`config.mk`:
```
export PLATFORM = sky130hd
export DESIGN_NAME = periph_bridge
export DESIGN_NICKNAME = d
export VERILOG_FILES = /design/src/include/periph_bridge_pkg.sv /design/src/core/periph_bridge.sv
export VERILOG_INCLUDE_DIRS = /design/src /design/src/include
export SDC_FILE = /design/constraint.sdc
export NUM_CORES = 1
export LEC_CHECK = 0
export BUFFER_PORTS_ARGS = -buffer_cell sky130_fd_sc_hd__buf_2
export CORE_MARGIN = 1
export CORE_UTILIZATION = 40
export DETAILED_ROUTE_END_ITERATION = 16
export HOLD_SLACK_MARGIN = 0.12
export PLACE_DENSITY_LB_ADDON = 0.08
export SYNTH_ARGS = -nofsm -noshare
export SYNTH_HDL_FRONTEND = slang
export SYNTH_SLANG_ARGS = --single-unit
```
`constraint.sdc`:
```
create_clock -name clk_i -period 3.7 [get_ports clk_i]
set_clock_uncertainty 0.1 [all_clocks]
set_input_delay 0.555 -clock clk_i [delete_from_list [all_inputs] [get_ports clk_i]]
set_output_delay 0.555 -clock clk_i [all_outputs]
set_load 0.005 [all_outputs]
```
`src/include/periph_bridge_defs.svh`:
```
// Behaviour
// - Strobe-0 multiplier is four read/write bits 3:0 of control, reset 0x1.
// - Region-0 accesses stretch the strobe to a multiple of the bridge clock.
// - Code n gives 2*n bridge clocks; code zero acts as code one.
// - Stretching is counted on the bridge clock, equal to the traffic clock.
// - Initiator-priority bit 5 of allocation register, read/write, reset 0.
// - Fixed priority: bit 0 grants DMA first, bit 1 grants initiator port.
// - Scheme bit 4, reset 0: 0 round-robin, 1 fixed priority.
`ifndef PERIPH_BRIDGE_DEFS_SVH
`define PERIPH_BRIDGE_DEFS_SVH

// ==========================================================
// Register map (byte addresses)
`define OFS_STROBE_CTRL 8'h00
`define OFS_BUS_ALLOC 8'h04
`define OFS_ARB_STATUS 8'h10

// ==========================================================
// Field positions
`define MULT_LSB 0
`define MULT_MSB 3
`define SCHEME_BIT 4
`define PRIO_BIT 5
`define ST_BUSY_BIT 0
`define ST_OWNER_BIT 1
`define ST_LAST_BIT 2
`define ST_LEN_LSB 8
`define ST_LEN_MSB 12

// ==========================================================
// Reset values
`define MULT_RST 4'h1
`define SCHEME_RST 1'b0
`define PRIO_RST 1'b0

// ==========================================================
// Strobe timing
`define MULT_ZERO 4'h0
`define MULT_ONE 4'h1
`define CNT_ZERO 5'h00
`define CNT_ONE 5'h01

`endif

```
`src/include/periph_bridge_pkg.sv`:
```
// ==========================================================
// Shared types
package periph_bridge_pkg;

   typedef enum logic [0:0] {
      ST_IDLE = 1'b0,
      ST_STROBE = 1'b1
   } bridge_state_t;

   typedef enum logic [0:0] {
      OWN_DMA = 1'b0,
      OWN_INIT = 1'b1
   } owner_t;

endpackage : periph_bridge_pkg

```
`src/core/periph_bridge.sv`:
```
// Our own choice: the Wishbone register port.
`timescale 1ns/100ps
`include "periph_bridge_defs.svh"

module periph_bridge
   import periph_bridge_pkg::*;
#(
   parameter int ADDR_W = 8
) (
   // Clock and reset
   input wire logic clk_i,
   input wire logic rst_i,
   // Wishbone slave
   input wire logic wb_cyc_i,
   input wire logic wb_stb_i,
   input wire logic wb_we_i,
   input wire logic [ADDR_W-1:0] wb_adr_i,
   input wire logic [3:0] wb_sel_i,
   input wire logic [31:0] wb_dat_i,
   output logic [31:0] wb_dat_o,
   output logic wb_ack_o,
   // Upstream requesters
   input wire logic dma_req_i,
   input wire logic init_req_i,
   output logic dma_gnt_o,
   output logic init_gnt_o,
   output logic acc_done_o,
   // Peripheral bus strobe region 0
   output logic per_strobe0_o
);

   // ==========================================================
   // Registers
   logic [3:0] strobe0_multiplier_q;
   logic arb_scheme_sel_q;
   logic initiator_priority_sel_q;
   logic ack_q;
   logic [31:0] rdata_q;
   bridge_state_t state_q;
   owner_t owner_q;
   owner_t last_q;
   logic [4:0] cnt_q;
   logic [4:0] len_q;
   logic wb_req;
   logic wb_wr;
   logic [31:0] rdata_d;
   logic [3:0] eff_mult;
   logic [4:0] len_d;
   owner_t win_d;

   // ==========================================================
   // Wishbone handshake
   assign wb_req = wb_cyc_i && wb_stb_i;
   assign wb_wr = wb_req && wb_we_i && ack_q;
   assign wb_ack_o = ack_q;
   assign wb_dat_o = rdata_q;

   always_ff @(posedge clk_i) begin
      if (rst_i) begin
         ack_q <= 1'b0;
      end else begin
         ack_q <= wb_req && !ack_q;
      end
   end

   always_comb begin
      rdata_d = 32'h0000_0000;
      case (wb_adr_i)
         `OFS_STROBE_CTRL: begin
            rdata_d[`MULT_MSB:`MULT_LSB] = strobe0_multiplier_q;
         end
         `OFS_BUS_ALLOC: begin
            rdata_d[`SCHEME_BIT] = arb_scheme_sel_q;
            rdata_d[`PRIO_BIT] = initiator_priority_sel_q;
         end
         `OFS_ARB_STATUS: begin
            rdata_d[`ST_BUSY_BIT] = (state_q == ST_STROBE);
            rdata_d[`ST_OWNER_BIT] = owner_q;
            rdata_d[`ST_LAST_BIT] = last_q;
            rdata_d[`ST_LEN_MSB:`ST_LEN_LSB] = len_q;
         end
         default: begin
            rdata_d = 32'h0000_0000;
         end
      endcase
   end

   always_ff @(posedge clk_i) begin
      if (rst_i) begin
         rdata_q <= 32'h0000_0000;
      end else if (wb_req && !ack_q && !wb_we_i) begin
         rdata_q <= rdata_d;
      end
   end

   // ==========================================================
   // Control registers
   always_ff @(posedge clk_i) begin
      if (rst_i) begin
         strobe0_multiplier_q <= `MULT_RST;
      end else if (wb_wr && wb_adr_i == `OFS_STROBE_CTRL && wb_sel_i[0]) begin
         strobe0_multiplier_q <= wb_dat_i[`MULT_MSB:`MULT_LSB];
      end
   end

   always_ff @(posedge clk_i) begin
      if (rst_i) begin
         arb_scheme_sel_q <= `SCHEME_RST;
         initiator_priority_sel_q <= `PRIO_RST;
      end else if (wb_wr && wb_adr_i == `OFS_BUS_ALLOC && wb_sel_i[0]) begin
         arb_scheme_sel_q <= wb_dat_i[`SCHEME_BIT];
         initiator_priority_sel_q <= wb_dat_i[`PRIO_BIT];
      end
   end

   // ==========================================================
   // Arbitration
   always_comb begin
      win_d = OWN_DMA;
      if (dma_req_i && init_req_i) begin
         if (arb_scheme_sel_q) begin
            win_d = initiator_priority_sel_q ? OWN_INIT : OWN_DMA;
         end else begin
            win_d = (last_q == OWN_DMA) ? OWN_INIT : OWN_DMA;
         end
      end else if (init_req_i) begin
         win_d = OWN_INIT;
      end
   end

   // Strobe length, code zero folded onto code one
   assign eff_mult = (strobe0_multiplier_q == `MULT_ZERO) ? `MULT_ONE
                                                          : strobe0_multiplier_q;
   assign len_d = {eff_mult, 1'b0};

   // ==========================================================
   // Access sequencer
   always_ff @(posedge clk_i) begin
      if (rst_i) begin
         state_q <= ST_IDLE;
         owner_q <= OWN_DMA;
         last_q <= OWN_INIT;
         cnt_q <= `CNT_ZERO;
         len_q <= `CNT_ZERO;
      end else begin
         case (state_q)
            ST_IDLE: begin
               if (dma_req_i || init_req_i) begin
                  state_q <= ST_STROBE;
                  owner_q <= win_d;
                  last_q <= win_d;
                  len_q <= len_d;
                  cnt_q <= len_d - `CNT_ONE;
               end
            end
            ST_STROBE: begin
               if (cnt_q == `CNT_ZERO) begin
                  state_q <= ST_IDLE;
               end else begin
                  cnt_q <= cnt_q - `CNT_ONE;
               end
            end
            default: begin
               state_q <= ST_IDLE;
            end
         endcase
      end
   end

   assign per_strobe0_o = (state_q == ST_STROBE);
   assign dma_gnt_o = (state_q == ST_STROBE) && (owner_q == OWN_DMA);
   assign init_gnt_o = (state_q == ST_STROBE) && (owner_q == OWN_INIT);
   assign acc_done_o = (state_q == ST_STROBE) && (cnt_q == `CNT_ZERO);

   // ==========================================================
   // Checks
   logic [5:0] run_q;
   logic [3:0] start_mult_q;

   always_ff @(posedge clk_i) begin
      if (rst_i) begin
         run_q <= 6'h00;
         start_mult_q <= 4'h0;
      end else begin
         run_q <= per_strobe0_o ? run_q + 6'h01 : 6'h00;
         if (state_q == ST_IDLE && (dma_req_i || init_req_i)) begin
            start_mult_q <= strobe0_multiplier_q;
         end
      end
   end

   property p_mult_reset;
      @(posedge clk_i) disable iff (rst_i)
      $past(rst_i) |-> strobe0_multiplier_q == `MULT_RST;
   endproperty
   a_mult_reset: assert property (p_mult_reset)
      else $error("multiplier not 1 after reset");

   property p_strobe_len;
      @(posedge clk_i) disable iff (rst_i)
      $fell(per_strobe0_o) |-> {1'b0, $past(len_q)} == run_q;
   endproperty
   a_strobe_len: assert property (p_strobe_len)
      else $error("strobe length differs from latched length");

   property p_double;
      @(posedge clk_i) disable iff (rst_i)
      $fell(per_strobe0_o) && start_mult_q != 4'h0
         |-> run_q == {1'b0, start_mult_q, 1'b0};
   endproperty
   a_double: assert property (p_double)
      else $error("strobe not twice the code");

   property p_zero;
      @(posedge clk_i) disable iff (rst_i)
      $fell(per_strobe0_o) && start_mult_q == 4'h0 |-> run_q == 6'h02;
   endproperty
   a_zero: assert property (p_zero)
      else $error("code zero not two cycles");

   property p_max;
      @(posedge clk_i) disable iff (rst_i)
      run_q <= 6'h1E;
   endproperty
   a_max: assert property (p_max)
      else $error("strobe longer than thirty cycles");

   property p_alloc_reset;
      @(posedge clk_i) disable iff (rst_i)
      $past(rst_i) |-> !initiator_priority_sel_q && !arb_scheme_sel_q;
   endproperty
   a_alloc_reset: assert property (p_alloc_reset)
      else $error("allocation bits not zero after reset");

   property p_fixed;
      @(posedge clk_i) disable iff (rst_i)
      state_q == ST_IDLE && dma_req_i && init_req_i && arb_scheme_sel_q
         |=> (init_gnt_o == $past(initiator_priority_sel_q))
             && (dma_gnt_o != $past(initiator_priority_sel_q));
   endproperty
   a_fixed: assert property (p_fixed)
      else $error("fixed priority grant wrong");

   property p_rr;
      @(posedge clk_i) disable iff (rst_i)
      state_q == ST_IDLE && dma_req_i && init_req_i && !arb_scheme_sel_q
         |=> owner_q != $past(last_q);
   endproperty
   a_rr: assert property (p_rr)
      else $error("round robin did not alternate");

   property p_hold;
      @(posedge clk_i) disable iff (rst_i)
      per_strobe0_o && $past(per_strobe0_o) |-> $stable(len_q) && $stable(owner_q);
   endproperty
   a_hold: assert property (p_hold)
      else $error("access length changed mid access");

   property p_ack_pulse;
      @(posedge clk_i) disable iff (rst_i)
      wb_ack_o |=> !wb_ack_o;
   endproperty
   a_ack_pulse: assert property (p_ack_pulse)
      else $error("ack longer than one cycle");

   property p_ack_answer;
      @(posedge clk_i) disable iff (rst_i)
      wb_req && !wb_ack_o |=> wb_ack_o;
   endproperty
   a_ack_answer: assert property (p_ack_answer)
      else $error("bus request not answered next cycle");

   property p_ctrl_write;
      @(posedge clk_i) disable iff (rst_i)
      wb_wr && wb_adr_i == `OFS_STROBE_CTRL && wb_sel_i[0]
         |=> strobe0_multiplier_q == $past(wb_dat_i[`MULT_MSB:`MULT_LSB]);
   endproperty
   a_ctrl_write: assert property (p_ctrl_write)
      else $error("multiplier write lost");

   property p_alloc_write;
      @(posedge clk_i) disable iff (rst_i)
      wb_wr && wb_adr_i == `OFS_BUS_ALLOC && wb_sel_i[0]
         |=> initiator_priority_sel_q == $past(wb_dat_i[`PRIO_BIT])
             && arb_scheme_sel_q == $past(wb_dat_i[`SCHEME_BIT]);
   endproperty
   a_alloc_write: assert property (p_alloc_write)
      else $error("allocation write lost");

   property p_grant;
      @(posedge clk_i) disable iff (rst_i)
      per_strobe0_o == (dma_gnt_o ^ init_gnt_o);
   endproperty
   a_grant: assert property (p_grant)
      else $error("grant does not match strobe");

   property p_start;
      @(posedge clk_i) disable iff (rst_i)
      state_q == ST_IDLE && (dma_req_i || init_req_i) |=> per_strobe0_o;
   endproperty
   a_start: assert property (p_start)
      else $error("access did not start strobe");

   c_long: cover property (@(posedge clk_i) disable iff (rst_i)
      $fell(per_strobe0_o) && run_q == 6'h1E);
   c_both_fixed: cover property (@(posedge clk_i) disable iff (rst_i)
      state_q == ST_IDLE && dma_req_i && init_req_i && arb_scheme_sel_q);
   c_both_rr: cover property (@(posedge clk_i) disable iff (rst_i)
      state_q == ST_IDLE && dma_req_i && init_req_i && !arb_scheme_sel_q);
   c_zero_code: cover property (@(posedge clk_i) disable iff (rst_i)
      $fell(per_strobe0_o) && start_mult_q == 4'h0);
   c_mid_write: cover property (@(posedge clk_i) disable iff (rst_i)
      per_strobe0_o && wb_wr && wb_adr_i == `OFS_STROBE_CTRL);

endmodule : periph_bridge

```
==> impl_results.md <==
- Top delay family on crit path: flip-flops
- Leak Pwr: 0.719 nW
- Fin nets: ~270
- Port bufs: 36
- Status: completed
- Crit path kind: reg2out
- Rows: 22
- Via/cell ratio: about 5
- Antenna Diode Count: 0
- DRC errors left: 0
- First-pass GRT wire length: between 5 and 6 mm
- Syn Area/Cell: 8.45 um^2
- Adder-Cell Fraction of Synth Area: 1.64%
- First-pass DRT Iterations: 4
- CP cell instances: nand3b_1, nor3_1, buf_2
- Fin crit period: 1980 ps
- Commonest non-fill, non-tap cells in the layout: buf_2 (36), dfxtp_1 (29), conb_1 (22)
- Gates resized, CTS repair: 0
- Setup violations, final: 0
- Total track usage: 16.8%
- CTS clock-pin slew for the worst setup and hold paths: 60 ps
- Clk buf depth: 2
- Slew headroom: 58.6%
- Area grow syn2layout: 12.5%
- #FFs+latches synth: 29
- Post-CTS setup buffers: 0
- Count of cell types in the netlist: 40
- Initial antenna violation count: 0
- Fin Setup TNS: 0 ps
- H-Tree Depth: 2
- CP max stage cell: dfxtp_1
- TritonCTS buffer count: 5
- CTS hold repair buffers: 0
- Wirelength per Cell: about 12 um
- CTS root buf: clkbuf_8
- Placed wire-length estimate: 2.28 mm
- Core area: 3660 um^2
- Worst-path fanout max: 11
- Overall Power: 0.000692 W
- Arr. time, crit path: 1320 ps
- Most common cell after layout, fill and taps aside: buf_2
- Antenna Nets Post-Route: 0
- CP peak stage delay: ~560 ps
- Routed WL: about 3.1 mm
- RSZ-0062 raised after global routing: no
- IO Pins: 88
- Clk sinks: 29
- Synth Area in Compound Gates: about 18%
- Worst slew pin tran: 618 ps
- Largest net degree at the start of global routing: 30
- Global placement routability congestion: 0.853
- Mapped cell area: approximately 1500 um^2
- Xor/xnor share of the synthesized area: less than 1%
- Power per cell area: about 400 nW/um^2
- Sequential area share after synthesis: 38.0%
- DIE WIDTH: about 64 um
- Mux contribution to synthesized area: 0%
- VDD IR max: 0.185 mV
- Max-cap violation count: 0
- Synth Area in Simple Gates: 27.1%
- Ys Warns: 0
- CTS tree: yes
- Final-report hold violation count: 0
- Max Fclk: between 500 and 600 MHz
- Buf/Inv on CP: 1
- DR iter-0 viols: 36
- Setup crit end kind: output pin
- Initial core utilization: 41.8%
- Clock Latency Late Sink: roughly 290 ps
- Largest family of logic cells by synthesized area: simple AND/OR/NAND/NOR gates
- Data required, critical path: 3040 ps
- Die height: about 64 um
- Grt ovf: 0
- Vias in the first global route: roughly 1200
- Min-Delay Path Class: reg2reg
- Final slew viol count: 0
- Layout cells sized above 1: 26.7%
- Die area: about 4100 um^2
- Synth Instances: 181
- Crit start category: register
- Vias: around 1300
- Period utilisation layout: 53.4%
## state kept, by name, indices dropped and copies added (netlist names)
name and flops:
last_q 1, len_q 4, cnt_q 5, initiator_priority_sel_q 1
strobe0_multiplier_q 4, per_strobe0_o 1, wb_dat_o 10, arb_scheme_sel_q 1
wb_ack_o 1, owner_q 1
## worst min-delay path, delay by kind of cell (launching register included)
| family | cells | cell delay (ps) |
|---|---|---|
| DFF | 1 | 310 |
| and+or+nand+nor | 1 | 50 |
| AOI/OAI and AO/OA | 1 | 50 |
## final cells by class
cell class / instances / area (um^2)
multi-input cells: 140 / 798
well taps: 48 / 60.1
flip-flops and latches: 29 / 581
clock buffers: 5 / 68.8
inverters: 4 / 15.0
clock inverters: 3 / 17.5
fillers: 378 / 1940
repair buffers: 36 / 180
## report_power, final
| part | internal, W | switching [W] |
|---|---|---|
| logic | 0.0000418 | 0.0000581 |
| registers | 0.000326 | 0.0000134 |
| clock network | 0.000129 | 0.000123 |
## synth_stat cells
cell type,number,area [um^2]
or2_0,1,6.26
a221oi_1,1,8.76
a21oi_1,19,95.1
nor4_4,1,21.3
o21ai_1,1,5.00
nand4b_1,1,8.76
a211oi_1,2,15.0
o31a_1,1,8.76
nor4b_2,1,15.0
nor2b_1,2,12.5
and2_1,2,12.5
nand3b_1,2,15.0
o211ai_1,1,7.51
a22oi_1,1,7.51
inv_2,1,3.75
or3_1,1,6.26
buf_4,26,195
nor3_2,4,40.0
and4b_1,2,20.0
nand2b_1,3,18.8
a221oi_2,3,45.0
and3_1,1,6.26
nor4_1,1,6.26
xor2_1,1,8.76
nand2_1,17,63.8
nand2_2,1,6.26
nand3_1,15,75.1
clkbuf_1,2,7.51
dfxtp_1,29,581
a21oi_2,1,8.76
inv_1,3,11.3
o21a_2,1,8.76
buf_6,1,11.3
o21ai_0,8,40.0
o22ai_1,1,6.26
ha_1,2,25.0
conb_1,1,3.75
nor3_1,7,35.0
o21bai_2,1,11.3
nor2_1,12,45.0
## worst paths after layout
path,start,endpoint,slack (ps),depth (start not counted)
setup / recovery,per_strobe0_o,acc_done_o,1720,3
setup reg to reg,strobe0_multiplier_q[2],cnt_q[3],1970,7
hold reg to reg,wb_dat_o[11],wb_dat_o[11],350,2
hold / removal,wb_dat_o[11],wb_dat_o[11],350,2
## layer usage
| metal | global-route usage [%] | vias up | share of wire (%) | wire length [um] |
|---|---|---|---|---|
| met1 | 19.2 | 596 | 47 | 1470 |
| met5 | 0 | - | 0 | 0 |
| met3 | 5.71 | 5 | 6.9 | 213 |
| li1 | - | 661 | - | - |
| met4 | 8.52 | 0 | 2.2 | 68 |
| met2 | 27.5 | 58 | 44 | 1360 |
## logic make-up after synthesis
group | Yosys count
AO/OA/AOI/OAI | 41
AND/OR/NAND/NOR | 74
other | 1
XOR/XNOR | 1
buffers and inverters | 33
flip-flops | 29
adder cells (fa/ha/maj) | 2
## through the flow
stage / instances / hold WS (ps) / util (%) / cell area [um^2] / worst slack, ps
final: 265 / 348 / 47.0 / 1720 / 1720
after global routing: 265 / 364 / 47.0 / 1720 / 1610
after CTS: 265 / 350 / 47.0 / 1720 / 1700
after detailed placement: 257 / 341 / 44.6 / 1630 / 1710
after global placement: 257 / 337 / 44.6 / 1630 / 1740
after floorplan: 202 / 336 / - / 1610 / 2090
(Power assumes the default switching activity.)
